<file path="config.mk">
export PLATFORM = sky130hd
export DESIGN_NAME = node_network_interface
export DESIGN_NICKNAME = d
export VERILOG_FILES = /design/src/verilog/node_network_interface.v
export VERILOG_INCLUDE_DIRS = /design/src /design/src/verilog
export SDC_FILE = /design/constraint.sdc
export NUM_CORES = 1
export LEC_CHECK = 0
export BUFFER_PORTS_ARGS = -buffer_cell sky130_fd_sc_hd__buf_2
export CORE_UTILIZATION = 35
export DETAILED_ROUTE_END_ITERATION = 6
export PLACE_DENSITY = 0.65
export RECOVER_POWER = 50
export SLEW_MARGIN = 20
export SYNTH_ARGS = -nofsm -noshare
export SYNTH_HDL_FRONTEND = slang
export SYNTH_SLANG_ARGS = --single-unit
</file>
<file path="constraint.sdc">
create_clock -name mclk -period 5.6 [get_ports mclk]
set_input_delay 0.84 -clock mclk [delete_from_list [all_inputs] [get_ports mclk]]
set_output_delay 0.84 -clock mclk [all_outputs]
set_load 0.1 [all_outputs]
</file>
<file path="src/verilog/node_ni_defs.vh">
// constants for the node network interface: register map, fields, timing
//
// Operation
// - combining logic reduces with sum, maximum, OR or XOR; result to one or all
// - broadcast copies one participant's value, control or compute node, to all
// - prefix: participant n receives the combination of inputs one through n
// - segmented prefix restarts the combination at each segment start
// - barrier completes for everyone once all participants have checked in
// - barrier check-in never stalls the processor
// - accepted messages are delivered by the network; receiver must accept them
// - message arrival sets a pollable status flag
// - four-bit tag; supervisor chooses per tag whether arrival interrupts
// - reserved tag used by user code raises an invalid-operation interrupt
// - network refusing an outgoing message sets a pollable failure flag
// - send failure optionally interrupts under an enable
// - network sustains 20, 10, 5 MB/s for group of four, sixteen, anywhere
// - same group of 2^k when addresses differ only in k low bits
// - user registers directly mapped; interrupt control supervisor only
// - both networks apply backpressure without software involvement
`ifndef NODE_NI_DEFS_VH
`define NODE_NI_DEFS_VH

`define ADDR_CN_CTRL 8'h00
`define ADDR_CN_SEND 8'h04
`define ADDR_CN_RESULT 8'h08
`define ADDR_CN_STATUS 8'h0C
`define ADDR_BAR_CHECKIN 8'h10
`define ADDR_DN_DEST 8'h14
`define ADDR_DN_DATA 8'h18
`define ADDR_DN_STATUS 8'h1C
`define ADDR_RX_DATA 8'h20
`define ADDR_RX_INFO 8'h24
`define ADDR_IRQ_STAT 8'h28
`define ADDR_IRQ_MASK 8'h2C
`define ADDR_TAG_IRQ_SEL 8'h30
`define ADDR_TAG_RSVD 8'h34

// combining operation codes, CN_CTRL[2:0]
`define OP_SUM 3'h0
`define OP_MAX 3'h1
`define OP_OR 3'h2
`define OP_XOR 3'h3
`define OP_BCAST 3'h4
// CN_CTRL fields
`define CTL_MODE_BIT 4
`define CTL_SEGSTART_BIT 6
`define CTL_HEAD_BIT 7
`define CTL_BCSRC_BIT 8
`define CTL_WANT_BIT 9
`define CN_CTRL_RESET 10'h200

// interrupt status bits
`define IRQ_RX 0
`define IRQ_SENDFAIL 1
`define IRQ_INVALID 2
`define IRQ_BARRIER 3
`define IRQ_CNDONE 4

`define TAG_RSVD_RESET 16'h0000
`define TAG_IRQ_RESET 16'hFFFF

`define CLK_PERIOD_NS 100
`define SEND_WAIT_NS 1600
`define SEND_WAIT_CYC (`SEND_WAIT_NS / `CLK_PERIOD_NS)

`endif

</file>
<file path="src/verilog/node_network_interface.v">
// node network interface: combining chain element, barrier, message send and receive
//
// The address map and strobed register access were left to the implementer.
`include "node_ni_defs.vh"
`default_nettype none
module node_network_interface (
  input wire mclk,
  input wire rst_n,
  input wire supervisor,
  input wire [15:0] nodeAddr,
  input wire [7:0] regAddr,
  input wire [31:0] regWrData,
  input wire regWr,
  input wire regRd,
  output reg [31:0] rdData_ff,
  output reg irq_ff,
  input wire cnUpValid,
  input wire [31:0] cnUpData,
  output reg cnUpReady_ff,
  output reg cnDnValid_ff,
  output reg [31:0] cnDnData_ff,
  input wire cnDnReady,
  input wire cnBcValid,
  input wire [31:0] cnBcData,
  output reg barCheckedIn_ff,
  input wire barAllIn,
  output reg dnTxValid_ff,
  output reg [15:0] dnTxDest_ff,
  output reg [3:0] dnTxTag_ff,
  output reg [31:0] dnTxData_ff,
  output reg [1:0] dnTxGroup_ff,
  input wire dnTxReady,
  input wire dnRxValid,
  input wire [15:0] dnRxSrc,
  input wire [3:0] dnRxTag,
  input wire [31:0] dnRxData,
  output reg dnRxReady_ff
);
  localparam [1:0] CN_IDLE = 2'h0;
  localparam [1:0] CN_WAITUP = 2'h1;
  localparam [1:0] CN_SENDDN = 2'h2;
  localparam [1:0] CN_WAITRES = 2'h3;
  // timeout count kept to the counter's width on purpose
  localparam [31:0] SEND_WAIT_W = `SEND_WAIT_CYC;
  localparam [7:0] SEND_WAIT = SEND_WAIT_W[7:0];

  reg [9:0] cnCtrl_ff;
  reg [31:0] cnLocal_ff;
  reg [31:0] cnResult_ff;
  reg cnResValid_ff;
  reg [1:0] cnState_ff;
  reg barDone_ff;
  reg [15:0] dest_ff;
  reg [3:0] tag_ff;
  reg [7:0] waitCnt_ff;
  reg sendFail_ff;
  reg rxFull_ff;
  reg [31:0] rxData_ff;
  reg [15:0] rxSrc_ff;
  reg [3:0] rxTag_ff;
  reg [4:0] irqStat_ff;
  reg [4:0] irqMask_ff;
  reg [15:0] tagIrqSel_ff;
  reg [15:0] tagRsvd_ff;

  reg [1:0] nxt_cnState;
  reg [31:0] combined;
  reg [4:0] evt;
  reg [4:0] clr;
  reg nxt_rxFull;
  reg [31:0] rdVal;
  reg [31:0] headData;
  reg [1:0] grpClass;
  reg [4:0] nxtIrqStat;


  wire [2:0] cnOp = cnCtrl_ff[2:0];
  wire prefixMode = cnCtrl_ff[`CTL_MODE_BIT];
  wire restart = cnCtrl_ff[`CTL_HEAD_BIT] | cnCtrl_ff[`CTL_SEGSTART_BIT];
  wire wrCnSend = regWr && regAddr == `ADDR_CN_SEND;
  wire wrBar = regWr && regAddr == `ADDR_BAR_CHECKIN;
  wire wrData = regWr && regAddr == `ADDR_DN_DATA;
  wire rdPop = regRd && regAddr == `ADDR_RX_DATA;
  wire upTaken = cnUpValid && cnUpReady_ff;
  wire dnTaken = cnDnValid_ff && cnDnReady;
  wire txTaken = dnTxValid_ff && dnTxReady;
  wire txTimeout = dnTxValid_ff && !dnTxReady && waitCnt_ff == SEND_WAIT;
  wire tagIsRsvd = tagRsvd_ff[tag_ff];
  wire badTag = wrData && !supervisor && tagIsRsvd;
  wire sendStart = wrData && !dnTxValid_ff && !badTag;
  wire rxTake = dnRxValid && dnRxReady_ff;

  // combine upstream partial with local value
  always @* begin
    combined = cnLocal_ff;
    if (!restart) begin
      case (cnOp)
        `OP_SUM: combined = cnUpData + cnLocal_ff;
        `OP_MAX: combined = ($signed(cnUpData) > $signed(cnLocal_ff)) ? cnUpData : cnLocal_ff;
        `OP_OR: combined = cnUpData | cnLocal_ff;
        `OP_XOR: combined = cnUpData ^ cnLocal_ff;
        // source injects, everyone else passes the copy along
        `OP_BCAST: combined = cnCtrl_ff[`CTL_BCSRC_BIT] ? cnLocal_ff : cnUpData;
        default: combined = cnLocal_ff;
      endcase
    end else if (cnOp == `OP_BCAST && !cnCtrl_ff[`CTL_BCSRC_BIT]) begin
      combined = 32'h00000000;
    end
  end

  // segment head value; the stale local copy must not be used here
  always @* begin
    headData = regWrData;
    // non-source broadcast head seeds the chain with zero
    if (cnOp == `OP_BCAST && !cnCtrl_ff[`CTL_BCSRC_BIT]) begin
      headData = 32'h00000000;
    end
  end

  // combining chain sequencer
  always @* begin
    nxt_cnState = cnState_ff;
    case (cnState_ff)
      CN_IDLE:
        if (wrCnSend) begin
          // segment start skips the upstream partial
          nxt_cnState = restart ? CN_SENDDN : CN_WAITUP;
        end
      // upstream held off by ready until needed
      CN_WAITUP:
        if (upTaken) begin
          nxt_cnState = CN_SENDDN;
        end
      CN_SENDDN:
        if (dnTaken) begin
          // prefix result is ready once passed on
          nxt_cnState = prefixMode ? CN_IDLE : CN_WAITRES;
        end
      CN_WAITRES:
        if (cnBcValid) begin
          nxt_cnState = CN_IDLE;
        end
      default: nxt_cnState = CN_IDLE;
    endcase
  end

  always @(posedge mclk or negedge rst_n) begin
    if (!rst_n) begin
      cnState_ff <= CN_IDLE;
      cnCtrl_ff <= `CN_CTRL_RESET;
      cnLocal_ff <= 32'h00000000;
      cnResult_ff <= 32'h00000000;
      cnResValid_ff <= 1'b0;
      cnUpReady_ff <= 1'b0;
      cnDnValid_ff <= 1'b0;
      cnDnData_ff <= 32'h00000000;
    end else begin
      cnState_ff <= nxt_cnState;
      cnUpReady_ff <= nxt_cnState == CN_WAITUP && !upTaken;
      if (regWr && regAddr == `ADDR_CN_CTRL && cnState_ff == CN_IDLE) begin
        cnCtrl_ff <= regWrData[9:0];
      end
      if (wrCnSend && cnState_ff == CN_IDLE) begin
        cnLocal_ff <= regWrData;
        cnResValid_ff <= 1'b0;
      end
      if ((cnState_ff == CN_WAITUP && upTaken) ||
          (cnState_ff == CN_IDLE && wrCnSend && restart)) begin
        cnDnValid_ff <= 1'b1;
        // segment head must combine the new value, not the stale one
        cnDnData_ff <= (cnState_ff == CN_IDLE) ? headData : combined;
      end else if (dnTaken) begin
        cnDnValid_ff <= 1'b0;
      end
      if (cnState_ff == CN_SENDDN && dnTaken && prefixMode) begin
        cnResult_ff <= cnDnData_ff;
        cnResValid_ff <= 1'b1;
      end
      // reduction result accepted only where wanted
      if (cnState_ff == CN_WAITRES && cnBcValid) begin
        if (cnCtrl_ff[`CTL_WANT_BIT]) begin
          cnResult_ff <= cnBcData;
        end
        cnResValid_ff <= 1'b1;
      end
    end
  end

  // barrier: check-in is only a register write
  always @(posedge mclk or negedge rst_n) begin
    if (!rst_n) begin
      barCheckedIn_ff <= 1'b0;
      barDone_ff <= 1'b0;
    end else begin
      if (wrBar) begin
        barCheckedIn_ff <= 1'b1;
      end else if (barCheckedIn_ff && barAllIn) begin
        barCheckedIn_ff <= 1'b0;
      end
      if (barCheckedIn_ff && barAllIn && !wrBar) begin
        barDone_ff <= 1'b1;
      // done cleared only by the next check-in
      end else if (wrBar) begin
        barDone_ff <= 1'b0;
      end
    end
  end

  // group class from the matching high address bits
  always @* begin
    // class lets the network apply its rate for the distance
    if (dest_ff[15:2] == nodeAddr[15:2]) begin
      grpClass = 2'h0;
    end else if (dest_ff[15:4] == nodeAddr[15:4]) begin
      grpClass = 2'h1;
    end else begin
      grpClass = 2'h2;
    end
  end

  // message send
  always @(posedge mclk or negedge rst_n) begin
    if (!rst_n) begin
      dest_ff <= 16'h0000;
      tag_ff <= 4'h0;
      dnTxValid_ff <= 1'b0;
      dnTxDest_ff <= 16'h0000;
      dnTxTag_ff <= 4'h0;
      dnTxData_ff <= 32'h00000000;
      dnTxGroup_ff <= 2'h0;
      waitCnt_ff <= 8'h00;
      sendFail_ff <= 1'b0;
    end else begin
      // destination and tag latched ahead of payload
      if (regWr && regAddr == `ADDR_DN_DEST) begin
        dest_ff <= regWrData[15:0];
        tag_ff <= regWrData[19:16];
      end
      if (sendStart) begin
        dnTxValid_ff <= 1'b1;
        dnTxDest_ff <= dest_ff;
        dnTxTag_ff <= tag_ff;
        dnTxData_ff <= regWrData;
        waitCnt_ff <= 8'h00;
        dnTxGroup_ff <= grpClass;
      // accepted message becomes the network's job
      end else if (txTaken || txTimeout) begin
        dnTxValid_ff <= 1'b0;
      end else if (dnTxValid_ff) begin
        waitCnt_ff <= waitCnt_ff + 8'h01;
      end
      // refused message leaves a poll flag
      if (txTimeout) begin
        sendFail_ff <= 1'b1;
      end else if (sendStart) begin
        sendFail_ff <= 1'b0;
      end
    end
  end

  // message receive: one-deep hold register, backpressure while full
  always @* begin
    nxt_rxFull = rxFull_ff;
    if (rxTake) begin
      nxt_rxFull = 1'b1;
    end else if (rdPop) begin
      nxt_rxFull = 1'b0;
    end
  end

  always @(posedge mclk or negedge rst_n) begin
    if (!rst_n) begin
      rxFull_ff <= 1'b0;
      rxData_ff <= 32'h00000000;
      rxSrc_ff <= 16'h0000;
      rxTag_ff <= 4'h0;
      dnRxReady_ff <= 1'b0;
    end else begin
      rxFull_ff <= nxt_rxFull;
      // accept from the network when space
      dnRxReady_ff <= !nxt_rxFull;
      if (rxTake) begin
        rxData_ff <= dnRxData;
        rxSrc_ff <= dnRxSrc;
        rxTag_ff <= dnRxTag;
      end
    end
  end

  // interrupt events and supervisor-only control
  always @* begin
    evt = 5'h00;
    evt[`IRQ_RX] = rxTake && tagIrqSel_ff[dnRxTag];
    // failure event, enabled through the mask
    evt[`IRQ_SENDFAIL] = txTimeout;
    evt[`IRQ_INVALID] = badTag;
    evt[`IRQ_BARRIER] = barCheckedIn_ff && barAllIn && !wrBar;
    evt[`IRQ_CNDONE] = (cnState_ff == CN_WAITRES && cnBcValid) ||
                       (cnState_ff == CN_SENDDN && dnTaken && prefixMode);
    clr = 5'h00;
    // user code cannot clear supervisor status
    if (regWr && supervisor && regAddr == `ADDR_IRQ_STAT) begin
      clr = regWrData[4:0];
    end
    // set wins over a simultaneous clear
    nxtIrqStat = (irqStat_ff & ~clr) | evt;
  end


  always @(posedge mclk or negedge rst_n) begin
    if (!rst_n) begin
      irqStat_ff <= 5'h00;
      irqMask_ff <= 5'h00;
      tagIrqSel_ff <= `TAG_IRQ_RESET;
      tagRsvd_ff <= `TAG_RSVD_RESET;
      irq_ff <= 1'b0;
    end else begin
      irqStat_ff <= nxtIrqStat;
      // level output registered from the next status, no extra lag
      irq_ff <= |(nxtIrqStat & irqMask_ff);
      if (regWr && supervisor) begin
        case (regAddr)
          `ADDR_IRQ_MASK: irqMask_ff <= regWrData[4:0];
          `ADDR_TAG_IRQ_SEL: tagIrqSel_ff <= regWrData[15:0];
          `ADDR_TAG_RSVD: tagRsvd_ff <= regWrData[15:0];
          default: irqMask_ff <= irqMask_ff;
        endcase
      end
    end
  end


  // read mux; unmapped and unread cycles give zero
  always @* begin
    rdVal = 32'h00000000;
    case (regAddr)
      `ADDR_CN_CTRL: rdVal = {22'h000000, cnCtrl_ff};
      `ADDR_CN_RESULT: rdVal = cnResult_ff;
      `ADDR_CN_STATUS: rdVal = {28'h0000000, barDone_ff, barCheckedIn_ff, cnResValid_ff,
                                cnState_ff != CN_IDLE};
      `ADDR_DN_DEST: rdVal = {12'h000, tag_ff, dest_ff};
      `ADDR_DN_STATUS: rdVal = {29'h00000000, rxFull_ff, sendFail_ff, dnTxValid_ff};
      `ADDR_RX_DATA: rdVal = rxData_ff;
      `ADDR_RX_INFO: rdVal = {12'h000, rxTag_ff, rxSrc_ff};
      `ADDR_IRQ_STAT: rdVal = {27'h0000000, irqStat_ff};
      `ADDR_IRQ_MASK: rdVal = {27'h0000000, irqMask_ff};
      `ADDR_TAG_IRQ_SEL: rdVal = {16'h0000, tagIrqSel_ff};
      `ADDR_TAG_RSVD: rdVal = {16'h0000, tagRsvd_ff};
      default: rdVal = 32'h00000000;
    endcase
  end

  always @(posedge mclk or negedge rst_n) begin
    if (!rst_n) begin
      rdData_ff <= 32'h00000000;
    end else begin
      rdData_ff <= regRd ? rdVal : 32'h00000000;
    end
  end
endmodule
`default_nettype wire

</file>
==> flow_summary.yaml <==
logic_synthesis:
  synthMuxAreaShare_pct: 16.9
  synth-seq-cells: 326
  synth-compound-area-share_pct: 17.9
  syn_nets: 2187
  yosysSeqAreaShare_pct: 42.5
  yosys.area_share.simple_pct: 10.1
  synthesis.area_um2: 19300
  synth_edf_count: 0
  ys.warnings.count: 0
  synth_top_family_by_area: "compound AO/OA/AOI/OAI gates"
  synth-adder-area-share_pct: 6.41
  synth-xor-area-share_pct: 1.59
  syn_area_per_cell_um2: 10.1
  synth_flop_cell: "dfrtp_1"
  ys_types: 75
  async_reset_ff_share_pct: 100
  syn_inst: 1906
power:
  power_frac_seq_pct: 43.3
  p_leak_nw: 10.7
  powerDensity_nw_per_um2: 294
  p_int_mw: 4.42
  p_switching_mw: 2.22
  p_total_mw: 6.63
  clkPwrFrac_pct: 34.1
  power_frac_comb_pct: 22.6
  switching_share_pct: 33.4
  peakVddDrop_mv: 0.153
critical_path:
  max_stage_delay_ns: 1.94
  cpLargestDelayFamily: "buffers and inverters"
  cp-startpoint: "rst_n"
  startpoint_type: "primary input"
  r2r_start: "cnLocal_ff[11]"
  crit_slowest_cell: "clkbuf_2"
  critical_path.endpoint_type: "async pin"
  cp.buffers_inverters: 2
  critPathKind: "in2async"
  cp_cell_sequence: "clkbuf_2 -> clkbuf_2"
  cp.arrival_ns: 4.33
  crit_required_ns: 5.95
  cpMostUsedCell: "clkbuf_2"
  worstPathMaxFanout: 109
grt:
  grt_use_total_pct: 24.3
  overflow: 0
  grt_pass1_wl_um: 104000
  grt_max_degree: 122
  grt_pass1_vias: 16329
  grt_antenna_before_repair: 10
sta:
  finalClockSkew_ns: 0.0294
  min_period_over_period_pct: 71.2
  setup_violations: 0
  maxSlewViolCount: 295
  setup_tns_ns: 0
  hold_viol_final: 0
  relSlewSlack_pct: -114
  rsz0062_at_grt: "no"
  worstMarginPinSlew_ns: 3.21
  fin_crit_ns: 3.99
  fmax_mhz: 251
run:
  drv_cap: 5
clock_tree:
  clock_sinks: 326
  ctsResizeCount: 0
  post-cts-setup-buffer-count: 0
  clock_latency_ns: 0.54
  cts_hold_buf: 0
  cts_buffer_depth: 3
  htree_levels: 2
  clk_pin_slew_ns: 0.06
  cts_tree: "done"
  numCtsBuffers: 35
  root_buffer: "clkbuf_16"
floorplanning:
  ios: 307
  initial_core_util_pct: 35.6
  rows: 85
  core_um2: 54100
  floorplan.die_area_um2: 56000
  die_width_um: 237
  fp.dieH_um: 237
drt:
  drcViolationCount: 0
  vias_per_cell: 5.84
  wirelength_um: 69200
  first_iter_violations: 1928
  dr.pass1.iters: 7
  detail-route-antenna-nets: 0
  num_vias: 16792
  wire_per_inst_um: 24.1
status:
  violations: "capacitance limit, slew limit"
  status: "complete, but fails checks"
placement:
  gp_congestion: 0.918
  io_buffers: 304
  dp_hpwl_um: 50800
final_layout:
  finish.utilization_pct: 41.6
  fillers: 5203
  drive_gt1_share_pct: 29.4
  area_delta_synth_final_pct: 17.1
  layout.nets: 2433
worst_hold_path:
  hp-class: "reg2reg"
  min_from: "dnTxDest_ff[0]"
==> worst paths after layout <==
check	to	slack, ns	cells past startpoint
worst min register to register	dnTxDest_ff[0]	0.50	1
min in group asynchronous	rdData_ff[20]	1.21	1
max in group mclk	cnDnData_ff[20]	1.63	10
worst max register to register	cnDnData_ff[20]	1.63	10
worst min-delay path	dnTxDest_ff[0]	0.50	1
worst max-delay path	cnResult_ff[14]	1.61	2
==> synthesized netlist by cell type (7+ instances only) <==
master    number  area [um2]
ha_1          97        1210
a221o_1        9        90.1
buf_2         13        65.1
o211ai_1      34         255
a222oi_1      11         110
nor3_1        18        90.1
nor2b_1       20         125
clkbuf_1     105         394
a21oi_1      134         671
dfrtp_1      309        7730
a22oi_1       76         571
nor2_1       130         488
mux2i_1       74         741
o21ai_0       91         455
nand3_1       31         155
dfstp_2       17         447
mux2_2       203        2290
o31ai_1        8        60.1
nand4_1       10        62.6
xor2_1         7        61.3
mux4_2        10         225
inv_1         98         368
a221oi_1      38         333
a211oi_1      17         128
a31oi_1       26         163
xnor2_1       28         245
a21o_1        12        90.1
and3_1        16         100
nand2_1      148         556
==> layer usage <==
layer / global-route usage, % / share of wire (%) / wire length, um / up-vias
li1: - / - / - / 7443
met1: 33.1 / 43 / 29500 / 8383
met2: 38.8 / 46 / 32000 / 823
met3: 4.70 / 7.9 / 5470 / 129
met4: 7.91 / 3.2 / 2190 / 14
met5: 0 / 0.15 / 101 / -
==> cell type report <==
cell class	count	area, um2	area share [%]
multi-input combinational	1353	10200	45.3
tap	696	871	3.86
timing repair buffer	338	1800	7.98
clock buffer	52	1020	4.53
antenna	3	7.51	0.0333
inverter	98	368	1.63
sequential	326	8180	36.3
clock inverter	10	78.8	0.350
==> power by group through the flow <==
stage / Sequential (mW) / Clock [mW] / Combinational (mW)
2_1_floorplan: 3.11 / 0 / 0.727
3_3_place_gp: 2.89 / 0 / 1.45
3_5_place_dp: 2.90 / 0 / 1.47
4_1_cts: 2.86 / 2.30 / 1.48
5_1_grt: 2.90 / 2.39 / 1.60
6_report: 2.87 / 2.26 / 1.50
==> cell usage in the layout, fill, tap and decap left out, types with 20 or more instances in the layout <==
master / instances
dfrtp_1: 308
buf_2: 302
mux2_2: 203
nand2_1: 147
a21oi_1: 133
nor2_1: 128
inv_1: 98
ha_1: 97
o21ai_0: 89
a22oi_1: 76
mux2i_1: 74
a221oi_1: 38
clkbuf_16: 36
o211ai_1: 34
nand3_1: 31
xnor2_1: 28
buf_4: 27
a31oi_1: 26
nor2b_1: 20
==> metrics by stage <==
step	cell area (um2)	std cells	setup WS, ns	hold slack (ns)
5_1_grt	22500	2875	0.903	0.515
3_5_place_dp	21500	2811	1.19	0.478
2_1_floorplan	19300	1906	2.16	0.447
6_report	22500	2876	1.61	0.503
3_3_place_gp	21500	2811	1.25	0.471
4_1_cts	22600	2873	1.69	0.414
==> registers in the layout, indices dropped and copies added (netlist names), 5 cells and up <==
register and flops:
tagRsvd_ff 16, irqStat_ff 5, dnTxDest_ff 16, tagIrqSel_ff 16, dnTxData_ff 32, dest_ff 16, cnCtrl_ff 10, rxSrc_ff 16
cnLocal_ff 32, irqMask_ff 5, rdData_ff 32, cnDnData_ff 32, waitCnt_ff 8, rxData_ff 32, cnResult_ff 32
==> kinds of logic (layout without fill, tap and decap cells) <==
logic type	after synthesis	after routing
xor gates and xnor gates	35	35
and+or+nand+nor	417	417
adders and majority gates	98	98
buffers and inverters	227	498
AOI/OAI and AO/OA	516	516
muxes	287	287
DFF	326	326
other	0	3
No activity file was read; power rests on OpenSTA's default activity.
